File: config.mk
export PLATFORM = sky130hd
export DESIGN_NAME = ext_trigger_exposure_ctrl
export DESIGN_NICKNAME = d
export VERILOG_FILES = /design/src/trig_pkg.sv /design/src/ext_trigger_exposure_ctrl.sv
export VERILOG_INCLUDE_DIRS = /design/src /design/src/src
export SDC_FILE = /design/constraint.sdc
export NUM_CORES = 1
export LEC_CHECK = 0
export BUFFER_PORTS_ARGS = -buffer_cell sky130_fd_sc_hd__buf_4
export CAP_MARGIN = 20
export CORE_UTILIZATION = 40
export CTS_BUF_LIST = sky130_fd_sc_hd__clkbuf_16
export DETAILED_ROUTE_END_ITERATION = 8
export GPL_ROUTABILITY_DRIVEN = 0
export GPL_TIMING_DRIVEN = 1
export PLACE_DENSITY_LB_ADDON = 0.05
export SLEW_MARGIN = 25
export SYNTH_ARGS = -nofsm -noshare
export SYNTH_HDL_FRONTEND = slang
export SYNTH_SLANG_ARGS = --single-unit
export TNS_END_PERCENT = 30
File: constraint.sdc
create_clock -name clk -period 4.5 [get_ports clk]
set_input_delay 0.225 -clock clk [delete_from_list [all_inputs] [get_ports clk]]
set_output_delay 0.225 -clock clk [all_outputs]
set_load 0.005 [all_outputs]
File: src/trig_params.svh
`ifndef TRIG_PARAMS_SVH
`define TRIG_PARAMS_SVH
// Register byte offsets
`define OFS_CTRL 4'h0
`define OFS_EXPOSE 4'h4
`define OFS_INTERVAL 4'h8
`define OFS_STATUS 4'hC
// Control field positions
`define CTRL_ARM_BIT 0
`define CTRL_MODE_LO 1
`define CTRL_MODE_HI 2
// Reset values, in clock cycles, and frame counter width
`define EXPOSE_RST 32'h0000_03E8
`define INTERVAL_RST 32'h0000_2710
`define FRAME_CNT_W 16
`endif

File: src/trig_pkg.sv
package trig_pkg;
  typedef enum logic [1:0] {MODE_STREAM, MODE_ASYNC, MODE_LEVEL} mode_t;
  typedef enum logic [2:0] {ST_OFF, ST_WAIT, ST_EXPOSE, ST_READ, ST_GAP} state_t;
  typedef struct packed {
    mode_t mode;
    logic [31:0] expose;
    logic [31:0] interval;
  } cfg_t;
  typedef struct packed {
    logic sel;
    logic write;
    logic [3:0] addr;
  } ahb_req_t;
endpackage

File: src/ext_trigger_exposure_ctrl.sv
// Our own choices: the AHB-Lite slave port and the register addresses.
`timescale 1ns/1ps
`default_nettype none
`include "trig_params.svh"

// How it works
// - Three trigger modes, chosen by software: streaming, single async, level-timed.
// - Sequencing uses only trigger, timers and readout handshake, nothing about readout speed.
// - Trigger pin is active low; a high-to-low change is the request.
// - Streaming: falling edge starts exposure for set time, then readout is started.
// - Streaming: frames repeat at the set interval with no further trigger.
// - Streaming: once started, triggers are ignored until software halts.
// - Async: each falling edge starts one preset exposure, then one readout.
// - Async: trigger activity during readout is ignored.
// - Async: after readout stay idle until a fresh falling edge.
// - Level-timed: expose from falling edge until the trigger rises again.
// - Level-timed: trigger changes during readout are ignored.
// - Exposure output is high for every exposure in every mode.
module ext_trigger_exposure_ctrl (
  input wire logic clk,
  input wire logic reset,
  input wire logic hsel,
  input wire logic [31:0] haddr,
  input wire logic [1:0] htrans,
  input wire logic hwrite,
  input wire logic [2:0] hsize,
  input wire logic [31:0] hwdata,
  input wire logic hready,
  output logic [31:0] hrdata,
  output logic hreadyout,
  output logic hresp,
  input wire logic trig_n,
  input wire logic readout_done,
  output logic readout_start,
  output logic exposing
);
  import trig_pkg::*;

  // Map a written mode field, unused code falls back to async
  function automatic mode_t decode_mode(input logic [1:0] f);
    case (f)
      2'h0: decode_mode = MODE_STREAM;
      2'h2: decode_mode = MODE_LEVEL;
      default: decode_mode = MODE_ASYNC;
    endcase
  endfunction

  // Down-counter step that saturates at zero
  function automatic logic [31:0] count_down(input logic [31:0] v);
    count_down = (v == 32'h0000_0000) ? v : v - 32'h0000_0001;
  endfunction

  // Trigger synchroniser and edge history
  logic trig_s1_r;
  logic trig_s2_r;
  logic trig_d_r;

  // Bus request and software registers
  ahb_req_t req_r;
  logic arm_r;
  logic [1:0] mode_field_r;
  logic [31:0] expose_reg_r;
  logic [31:0] interval_reg_r;

  // Working copy of the configuration
  cfg_t cfg_r;

  // Sequencer state and timers
  state_t state_r;
  state_t state_nxt;
  logic [31:0] exp_cnt_r;
  logic [31:0] exp_cnt_nxt;
  logic [31:0] frm_cnt_r;
  logic [31:0] frm_cnt_nxt;

  // Registered outputs and status
  logic [`FRAME_CNT_W-1:0] frames_r;
  logic [31:0] hrdata_r;
  logic readout_start_r;
  logic exposing_r;
  logic readout_busy_r;

  // Trigger pin crosses into clk through two flops
  always_ff @(posedge clk) begin
    if (reset) begin
      trig_s1_r <= 1'b1;
      trig_s2_r <= 1'b1;
      trig_d_r <= 1'b1;
    end else begin
      trig_s1_r <= trig_n;
      trig_s2_r <= trig_s1_r;
      trig_d_r <= trig_s2_r;
    end
  end

  // Edge detection on the synchronised trigger
  wire trig_fall = trig_d_r & ~trig_s2_r;
  wire trig_rise = ~trig_d_r & trig_s2_r;

  // Bus address phase decode
  wire addr_phase = hsel & htrans[1] & hready;

  // Write strobes, one per writable register (status has none), in the data phase
  wire wr_go = req_r.sel & req_r.write;
  wire wr_ctrl = wr_go & (req_r.addr == `OFS_CTRL);
  wire wr_exp = wr_go & (req_r.addr == `OFS_EXPOSE);
  wire wr_ivl = wr_go & (req_r.addr == `OFS_INTERVAL);

  // Arm and halt requests carried by a control write
  wire new_arm = hwdata[`CTRL_ARM_BIT];
  wire arm_rise = wr_ctrl & new_arm & ~arm_r;
  wire halt = wr_ctrl & ~new_arm;

  // Latch the address phase for the following data phase
  always_ff @(posedge clk) begin
    if (reset) begin
      req_r <= '0;
    end else if (hready) begin
      req_r.sel <= addr_phase;
      req_r.write <= hwrite;
      req_r.addr <= haddr[3:0];
    end
  end

  // Software registers written in the data phase
  always_ff @(posedge clk) begin
    if (reset) begin
      arm_r <= 1'b0;
      mode_field_r <= 2'h1;
      expose_reg_r <= `EXPOSE_RST;
      interval_reg_r <= `INTERVAL_RST;
    end else begin
      if (wr_ctrl) begin
        arm_r <= new_arm;
        mode_field_r <= hwdata[`CTRL_MODE_HI:`CTRL_MODE_LO];
      end
      if (wr_exp) begin
        expose_reg_r <= hwdata;
      end
      if (wr_ivl) begin
        interval_reg_r <= hwdata;
      end
    end
  end

  // Working copy taken at arming, so later writes wait for the next arm
  always_ff @(posedge clk) begin
    if (reset) begin
      cfg_r <= '{MODE_ASYNC, `EXPOSE_RST, `INTERVAL_RST};
    end else if (arm_rise) begin
      cfg_r.mode <= decode_mode(hwdata[`CTRL_MODE_HI:`CTRL_MODE_LO]);
      cfg_r.expose <= expose_reg_r;
      cfg_r.interval <= interval_reg_r;
    end
  end

  // Status word fields; the spare bits read as zero
  wire [`FRAME_CNT_W-1:0] st_frames = frames_r;
  wire [8:0] st_spare = 9'h000;
  wire [2:0] st_state = state_r;
  wire [31:0] status_word = {st_frames, st_spare, readout_busy_r, exposing_r, 1'b0, st_state, arm_r};

  // Control word as read back: mode field above the arm bit
  wire [31:0] ctrl_word = {29'h0000_0000, mode_field_r, arm_r};

  // Read mux, unmapped offsets read zero
  logic [31:0] rd_mux;
  always_comb begin
    case (haddr[3:0])
      `OFS_CTRL: rd_mux = ctrl_word;
      `OFS_EXPOSE: rd_mux = expose_reg_r;
      `OFS_INTERVAL: rd_mux = interval_reg_r;
      `OFS_STATUS: rd_mux = status_word;
      default: rd_mux = 32'h0000_0000;
    endcase
  end

  // Read data registered at the address phase
  always_ff @(posedge clk) begin
    if (reset) begin
      hrdata_r <= 32'h0000_0000;
    end else if (addr_phase & ~hwrite) begin
      hrdata_r <= rd_mux;
    end
  end

  // Timer ends; the sequencer never looks at readout rate, gain or binning
  wire exp_done = (exp_cnt_r <= 32'h0000_0001);
  wire frm_done = (frm_cnt_r <= 32'h0000_0001);

  // Mode flags from the configuration latched at arming
  wire is_stream = (cfg_r.mode == MODE_STREAM);
  wire is_level = (cfg_r.mode == MODE_LEVEL);

  // End of exposure and start of the next streaming frame
  wire end_expose = is_level ? trig_rise : exp_done;
  wire stream_frame = is_stream & frm_done;

  // Acquisition sequencer
  always_comb begin
    state_nxt = state_r;
    exp_cnt_nxt = count_down(exp_cnt_r);
    frm_cnt_nxt = count_down(frm_cnt_r);
    case (state_r)
      ST_OFF: begin
        if (arm_rise) begin
          state_nxt = ST_WAIT;
        end
      end
      ST_WAIT: begin
        if (trig_fall) begin
          state_nxt = ST_EXPOSE;
          exp_cnt_nxt = cfg_r.expose;
          frm_cnt_nxt = cfg_r.interval;
        end
      end
      ST_EXPOSE: begin
        if (end_expose & is_stream) begin
          state_nxt = ST_GAP;
        end else if (end_expose) begin
          state_nxt = ST_READ;
        end
      end
      ST_READ: begin
        if (readout_done) begin
          state_nxt = ST_WAIT;
        end
      end
      ST_GAP: begin
        if (stream_frame) begin
          state_nxt = ST_EXPOSE;
          exp_cnt_nxt = cfg_r.expose;
          frm_cnt_nxt = cfg_r.interval;
        end
      end
      default: begin
        state_nxt = ST_OFF;
      end
    endcase
    if (halt) begin
      state_nxt = ST_OFF;
    end
  end

  // Sequencer state and timers
  always_ff @(posedge clk) begin
    if (reset) begin
      state_r <= ST_OFF;
      exp_cnt_r <= 32'h0000_0000;
      frm_cnt_r <= 32'h0000_0000;
    end else begin
      state_r <= state_nxt;
      exp_cnt_r <= exp_cnt_nxt;
      frm_cnt_r <= frm_cnt_nxt;
    end
  end

  // Readout request as the sequencer leaves exposure, unless a halt comes in the same cycle
  wire start_ro = (state_r == ST_EXPOSE) & (state_nxt != ST_EXPOSE) & ~halt;

  // Exposure strobe and readout request
  always_ff @(posedge clk) begin
    if (reset) begin
      exposing_r <= 1'b0;
      readout_start_r <= 1'b0;
    end else begin
      exposing_r <= (state_nxt == ST_EXPOSE);
      readout_start_r <= start_ro;
    end
  end

  // Readout busy flag and frame count; a new start wins over a done
  always_ff @(posedge clk) begin
    if (reset) begin
      readout_busy_r <= 1'b0;
      frames_r <= '0;
    end else if (start_ro) begin
      readout_busy_r <= 1'b1;
      frames_r <= frames_r + 1'b1;
    end else if (readout_done) begin
      readout_busy_r <= 1'b0;
    end
  end

  // Bus slave is always ready with an OKAY answer
  always_ff @(posedge clk) begin
    if (reset) begin
      hreadyout <= 1'b1;
      hresp <= 1'b0;
    end else begin
      hreadyout <= 1'b1;
      hresp <= 1'b0;
    end
  end

  // Ports driven straight from their flops
  assign hrdata = hrdata_r;
  assign readout_start = readout_start_r;
  assign exposing = exposing_r;

endmodule
`default_nettype wire

==> impl_metrics.py, run 1 <==
metrics = {
    "die": {
        "rows": 61,
        "initial_core_util_pct": 40.7,
        "coreArea_sq_mm": 0.0279,
        "die_area_sq_mm": 0.0290,
        "chipHeight_um": 170,
        "die_w_um": 170,
        "io_pins": 112,
    },
    "power_and_ir_drop": {
        "fin_total_pwr_mw": 7.54,
        "power_leakage_nw": 4.97,
        "peakVddDrop_mv": 0.274,
        "p_per_area_mw_per_mm2": 555,
    },
    "setup_path": {
        "rr_endpoint": "frames_r[6]",
        "worstSetupPathType": "flop to flop",
        "reg2reg_from": "exp_cnt_r[13]",
        "critPathArrivalTime_ns": 3.99,
        "ff2ff_setup_slack_ns": 1.0,
        "crit_path_top_delay_cell": "or4_1",
        "worstPathRequired_ns": 4.98,
        "end_kind": "flop",
        "cp-start-kind": "flop",
        "path_buf_inv": 0,
        "crit_fanout": 13,
        "cp_top_family": "simple AND/OR/NAND/NOR gates",
        "reg2reg_depth": 7,
        "cp_cell_sequence": "or4_1 -> or3_1 -> nor2_1 -> a21boi_0 -> a311o_1 -> or3_1 -> a21oi_1",
        "crit_top_cell": "or3_1",
        "slowest_delay_ns": 0.66,
    },
    "hold_path": {
        "whs_path_depth": 3,
        "min_from": "hready",
        "holdCritPathClass": "input pin to flop",
        "min_to": "req_r[4]",
    },
    "drt": {
        "drtIter0Drc": 662,
        "wl_met3_um": 1810,
        "drc_errors": 0,
        "routed_wl_um": 34900,
        "wl_met1_um": 17200,
        "drtAntennaViolNets": 0,
        "wl_per_cell_um": 18.5,
        "drt_pass1_iterations": 5,
        "top_layer": "met5",
        "routed_via_density": 5.33,
        "dr_wl_met2_um": 15300,
        "num_vias": 10100,
    },
    "layout": {
        "multi_input_area_sq_mm": 0.00577,
        "syn_to_final_growth_pct": 19.8,
        "fin_nets": 1570,
        "final_cell_mix": "370 x nand2_1, 260 x dfxtp_1, 154 x a21oi_1, 85 x buf_4, 73 x nor2_1",
        "fin_util_pct": 48.8,
        "register_area_sq_mm": 0.00520,
        "drive_gt1_share_pct": 12.4,
        "post-route-cell-area_sq_mm": 0.0136,
        "final_common_cell": "nand2_1",
        "diodes": 0,
        "fill_cells": 2811,
        "finalNonFillerCells": 1889,
    },
    "clock_network": {
        "clock_latency_ns": 0.55,
        "clock_sinks": 260,
        "hold_buffers": 39,
        "tritoncts": "yes",
        "cts_max_level": 1,
        "post_cts_resized": 0,
        "cts.path.max_buffers": 3,
        "path_clk_slew_ns": 0.06,
        "cts-root-buf": "clkbuf_16",
        "cts_setup_buffers": 0,
        "numCtsBuffers": 30,
    },
    "grt": {
        "antenna_found_initial": 1,
        "grtUsageTotal_pct": 24.3,
        "overflow": 0,
        "grt_pass1_wl_um": 54300,
        "grt_start_max_net_pins": 135,
        "grt_pass1_vias": 9376,
    },
    "placed_design": {
        "placedCellCount": 1794,
        "port_buffers": 77,
        "hpwl_um": 23200,
        "place_area_sq_mm": 0.0122,
    },
    "logic_synthesis": {
        "syn_avg_cell_area_sq_um": 7.99,
        "syn_nets": 1504,
        "synth-seq-cells": 260,
        "synth_edf_count": 0,
        "synthCells": 1421,
        "synth.distinct_cells": 63,
        "yosysWarningCount": 0,
        "synthArstFlopShare_pct": 0,
        "synth_flop_cell": "dfxtp_1",
        "ys_seq_area_share_pct": 45.9,
        "syn_area_sq_mm": 0.0113,
    },
    "sta": {
        "fin_skew_ns": 0.00963,
        "rsz0062_at_grt": "no",
        "tns_ns": 0,
        "timing.final.crit_share_pct": 77.8,
        "drv_slew": 0,
        "tightest_slew_ns": 1.03,
        "slew_headroom_pct": 31.1,
        "max_freq_mhz": 286,
        "finalHoldViolCount": 0,
        "post-route-min-period_ns": 3.50,
        "setup_viol": 0,
    },
    "run": {
        "drv_cap": 0,
    },
    "status": {
        "status": "finished clean",
    },
}
[synthesized netlist by cell type (all sizes together), types with 8 or more instances]
| cell type | n | share of area (%) |
|---|---|---|
| xnor2 | 29 | 2.2 |
| buf | 13 | 0.65 |
| a21oi | 159 | 7.2 |
| nand3b | 28 | 1.9 |
| nand3 | 34 | 1.5 |
| mux2i | 9 | 0.79 |
| dfxtp | 260 | 46 |
| inv | 15 | 0.50 |
| nand4 | 8 | 0.44 |
| or4 | 17 | 1.3 |
| nor4 | 23 | 1.3 |
| a211oi | 8 | 0.53 |
| xor2 | 27 | 2.1 |
| a221oi | 10 | 0.77 |
| o21ai | 65 | 2.9 |
| mux2 | 19 | 1.9 |
| clkbuf | 80 | 2.6 |
| o31ai | 9 | 0.72 |
| nor2 | 77 | 2.5 |
| nand2 | 370 | 12 |
| a22oi | 21 | 1.4 |
| or3 | 19 | 1.0 |
| nor3 | 42 | 1.9 |
[logic make-up after synthesis]
group | count (synthesis) | share of synthesized area [%]
multiplexers | 30 | 3.08
buffers and inverters | 108 | 3.79
other | 2 | 0.0662
adder cells (fa/ha/maj) | 7 | 0.772
flip-flops | 260 | 45.9
AND/OR/NAND/NOR | 657 | 26.5
AO/OA/AOI/OAI | 301 | 15.6
XOR/XNOR | 56 | 4.32
[where the power goes]
group | total [mW] | switching [mW] | internal, mW
clock | 2.51 | 0.984 | 1.52
sequential | 2.81 | 0.249 | 2.56
combinational | 2.22 | 1.32 | 0.901
[stage by stage]
| step | hold slack, ns | setup slack [ns] |
|---|---|---|
| finish | 0.0380 | 0.998 |
| global route | 0.0453 | 0.855 |
| CTS | 0.0225 | 0.980 |
| detailed placement | 0.397 | 0.996 |
| global placement | 0.390 | 1.07 |
| floorplan | 0.329 | 1.56 |
[worst max-delay path by stage]
stage,from,endpoint,slack [ns],cells after the start
2_1_floorplan,frm_cnt_r[14],frames_r[15],1.56,9
3_3_place_gp,exp_cnt_r[13],frames_r[4],1.07,7
3_5_place_dp,exp_cnt_r[13],frames_r[12],1.0,7
4_1_cts,exp_cnt_r[13],frames_r[12],0.98,7
5_1_grt,exp_cnt_r[13],frames_r[4],0.86,7
6_report,exp_cnt_r[13],frames_r[6],1.0,7
[final cells by class]
cell class                 count  area share (%)
multi-input combinational   1053            42.4
sequential                   260            38.3
timing repair buffer         127            7.94
clock buffer                  31            5.71
tap                          378            3.48
clock inverter                25            1.75
inverter                      15           0.414
[worst min-delay path: cells and delay by family]
kind	cells	cell delay [ns]
buffers and inverters	1	0.17
muxes	1	0.09
and+or+nand+nor	1	0.07
[registers in the layout, summed over array words and instances (netlist names)]
register and flops:
arm_r 1, cfg_r 66, exp_cnt_r 32, expose_reg_r 32, exposing 1, frames_r 16
frm_cnt_r 32, hrdata 32, interval_reg_r 32, mode_field_r 2, readout_busy_r 1, readout_start 1
req_r 6, st_state 3, trig_d_r 1, trig_s1_r 1, trig_s2_r 1
[metal layers]
metal	vias up	GRT usage [%]
li1	5042	-
met1	4743	35.4
met2	240	38.1
met3	47	2.91
met4	2	5.48
met5	-	0
(Power assumes the default switching activity.)
==> inputs of run 2 (changes only) <==
Clock period 4.5 ns to 3.5 ns, I/O delays scaled along.
==> impl_metrics.py, run 2 (synthesis gave the netlist of run 1 again) <==
metrics = {
    "status": {
        "status": "finished clean",
    },
    "run": {
        "drv_cap": 0,
    },
    "clock_network": {
        "clock_latency_ns": 0.55,
        "numCtsBuffers": 30,
        "tritoncts": "yes",
        "cts_setup_buffers": 0,
        "clock_sinks": 260,
        "cts.path.max_buffers": 3,
        "hold_buffers": 44,
        "cts_max_level": 1,
        "cts-root-buf": "clkbuf_16",
        "path_clk_slew_ns": 0.06,
        "post_cts_resized": 0,
    },
    "setup_path": {
        "crit_fanout": 10,
        "reg2reg_depth": 7,
        "ff2ff_setup_slack_ns": 0.41,
        "end_kind": "flop",
        "rr_endpoint": "frames_r[6]",
        "worstPathRequired_ns": 3.98,
        "reg2reg_from": "req_r[3]",
        "cp-start-kind": "flop",
        "critPathArrivalTime_ns": 3.57,
        "worstSetupPathType": "flop to flop",
    },
    "layout": {
        "top_register": "cfg_r",
        "largest_reg_flops": 66,
        "diodes": 0,
        "finalNonFillerCells": 1910,
        "post-route-cell-area_sq_mm": 0.0136,
        "drive_gt1_share_pct": 12.9,
        "fill_cells": 2855,
        "final_common_cell": "nand2_1",
        "final_cell_mix": "370 x nand2_1, 260 x dfxtp_1, 154 x a21oi_1, 100 x buf_4, 73 x nor2_1",
        "fin_nets": 1591,
        "syn_to_final_growth_pct": 20.1,
    },
    "sta": {
        "finalHoldViolCount": 0,
        "drv_slew": 0,
        "rsz0062_at_grt": "no",
        "tns_ns": 0,
        "tightest_slew_ns": 0.881,
        "fin_skew_ns": 0.0202,
        "setup_viol": 0,
        "max_freq_mhz": 324,
        "timing.final.crit_share_pct": 88.3,
        "post-route-min-period_ns": 3.09,
        "slew_headroom_pct": 41.2,
    },
    "drt": {
        "routed_via_density": 5.33,
        "wl_per_cell_um": 18.8,
        "num_vias": 10200,
        "drc_errors": 0,
        "routed_wl_um": 35900,
        "drtIter0Drc": 806,
        "drt_pass1_iterations": 5,
        "drtAntennaViolNets": 0,
    },
    "grt": {
        "grt_busiest_layer": "met2",
        "antenna_found_initial": 0,
        "grt_pass1_vias": 9626,
        "grtUsageTotal_pct": 25.3,
        "grt_util_met3_pct": 2.65,
        "overflow": 0,
        "grt_use_met2_pct": 39.5,
        "grt_start_max_net_pins": 110,
        "grt_pass1_wl_um": 56600,
        "globalRouteMet1Util_pct": 37.1,
    },
    "power_and_ir_drop": {
        "power_leakage_nw": 5.00,
        "p_per_area_mw_per_mm2": 698,
        "peakVddDrop_mv": 0.409,
        "fin_total_pwr_mw": 9.52,
    },
    "hold_path": {
        "min_to": "cfg_r[25]",
        "whs_path_depth": 2,
        "min_from": "reset",
        "holdCritPathClass": "input pin to flop",
    },
    "placed_design": {
        "hpwl_um": 24200,
        "place_area_sq_mm": 0.0123,
        "port_buffers": 77,
        "placedCellCount": 1810,
    },
    "die": {
        "die_w_um": 170,
        "initial_core_util_pct": 40.7,
        "chipHeight_um": 170,
        "rows": 61,
        "coreArea_sq_mm": 0.0279,
        "die_area_sq_mm": 0.0290,
        "io_pins": 112,
    },
}
run 2: worst max path at each step:
stage,from,end,depth (start not counted)
2_1_floorplan,frm_cnt_r[14],frames_r[15],9
3_3_place_gp,frm_cnt_r[3],frames_r[11],8
3_5_place_dp,frm_cnt_r[3],frames_r[7],8
4_1_cts,frm_cnt_r[3],frames_r[15],8
5_1_grt,frm_cnt_r[3],frames_r[4],7
6_report,req_r[3],frames_r[6],7
run 2: where the power goes:
| part | switching [mW] | total (mW) | internal, mW | leakage [nW] |
|---|---|---|---|---|
| clock network | 1.23 | 2.81 | 1.58 | 0.466 |
| registers | 0.323 | 3.62 | 3.29 | 2.10 |
| logic | 1.74 | 3.08 | 1.35 | 2.43 |
run 2: area by class of cell:
cell class / count / area [sq um] / area share, %
timing repair buffer: 148 / 1260 / 9.26
inverter: 15 / 56.3 / 0.413
tap: 378 / 473 / 3.47
clock inverter: 25 / 104 / 0.762
sequential: 260 / 5200 / 38.2
clock buffer: 31 / 776 / 5.69
multi-input combinational: 1053 / 5750 / 42.2
run 2: metal layers:
metal	part of all wire, %	up-vias	routed length, um
met2	44	270	15800
met3	5.1	41	1850
li1	-	5080	-
met1	49	4783	17600
met5	0	-	0
met4	2.0	0	719
run 2: metrics by stage:
| stage | hold slack, ns | setup slack, ns | util [%] |
|---|---|---|---|
| floorplan | 0.279 | 0.564 | - |
| global placement | 0.365 | 0.432 | 44.2 |
| finish | 0.0538 | 0.409 | 48.9 |
| global route | 0.0605 | 0.245 | 48.9 |
| detailed placement | 0.366 | 0.416 | 44.2 |
| CTS | 0.0417 | 0.387 | 48.9 |
run 2: critical path, cell delays in order (launching register included):
cell and delay (ns):
dfxtp_1 0.36, or4b_2 0.71, or3_1 0.41, a211o_1 0.34
a21boi_0 0.16, a311o_1 0.52, or3_1 0.35, a21oi_1 0.15
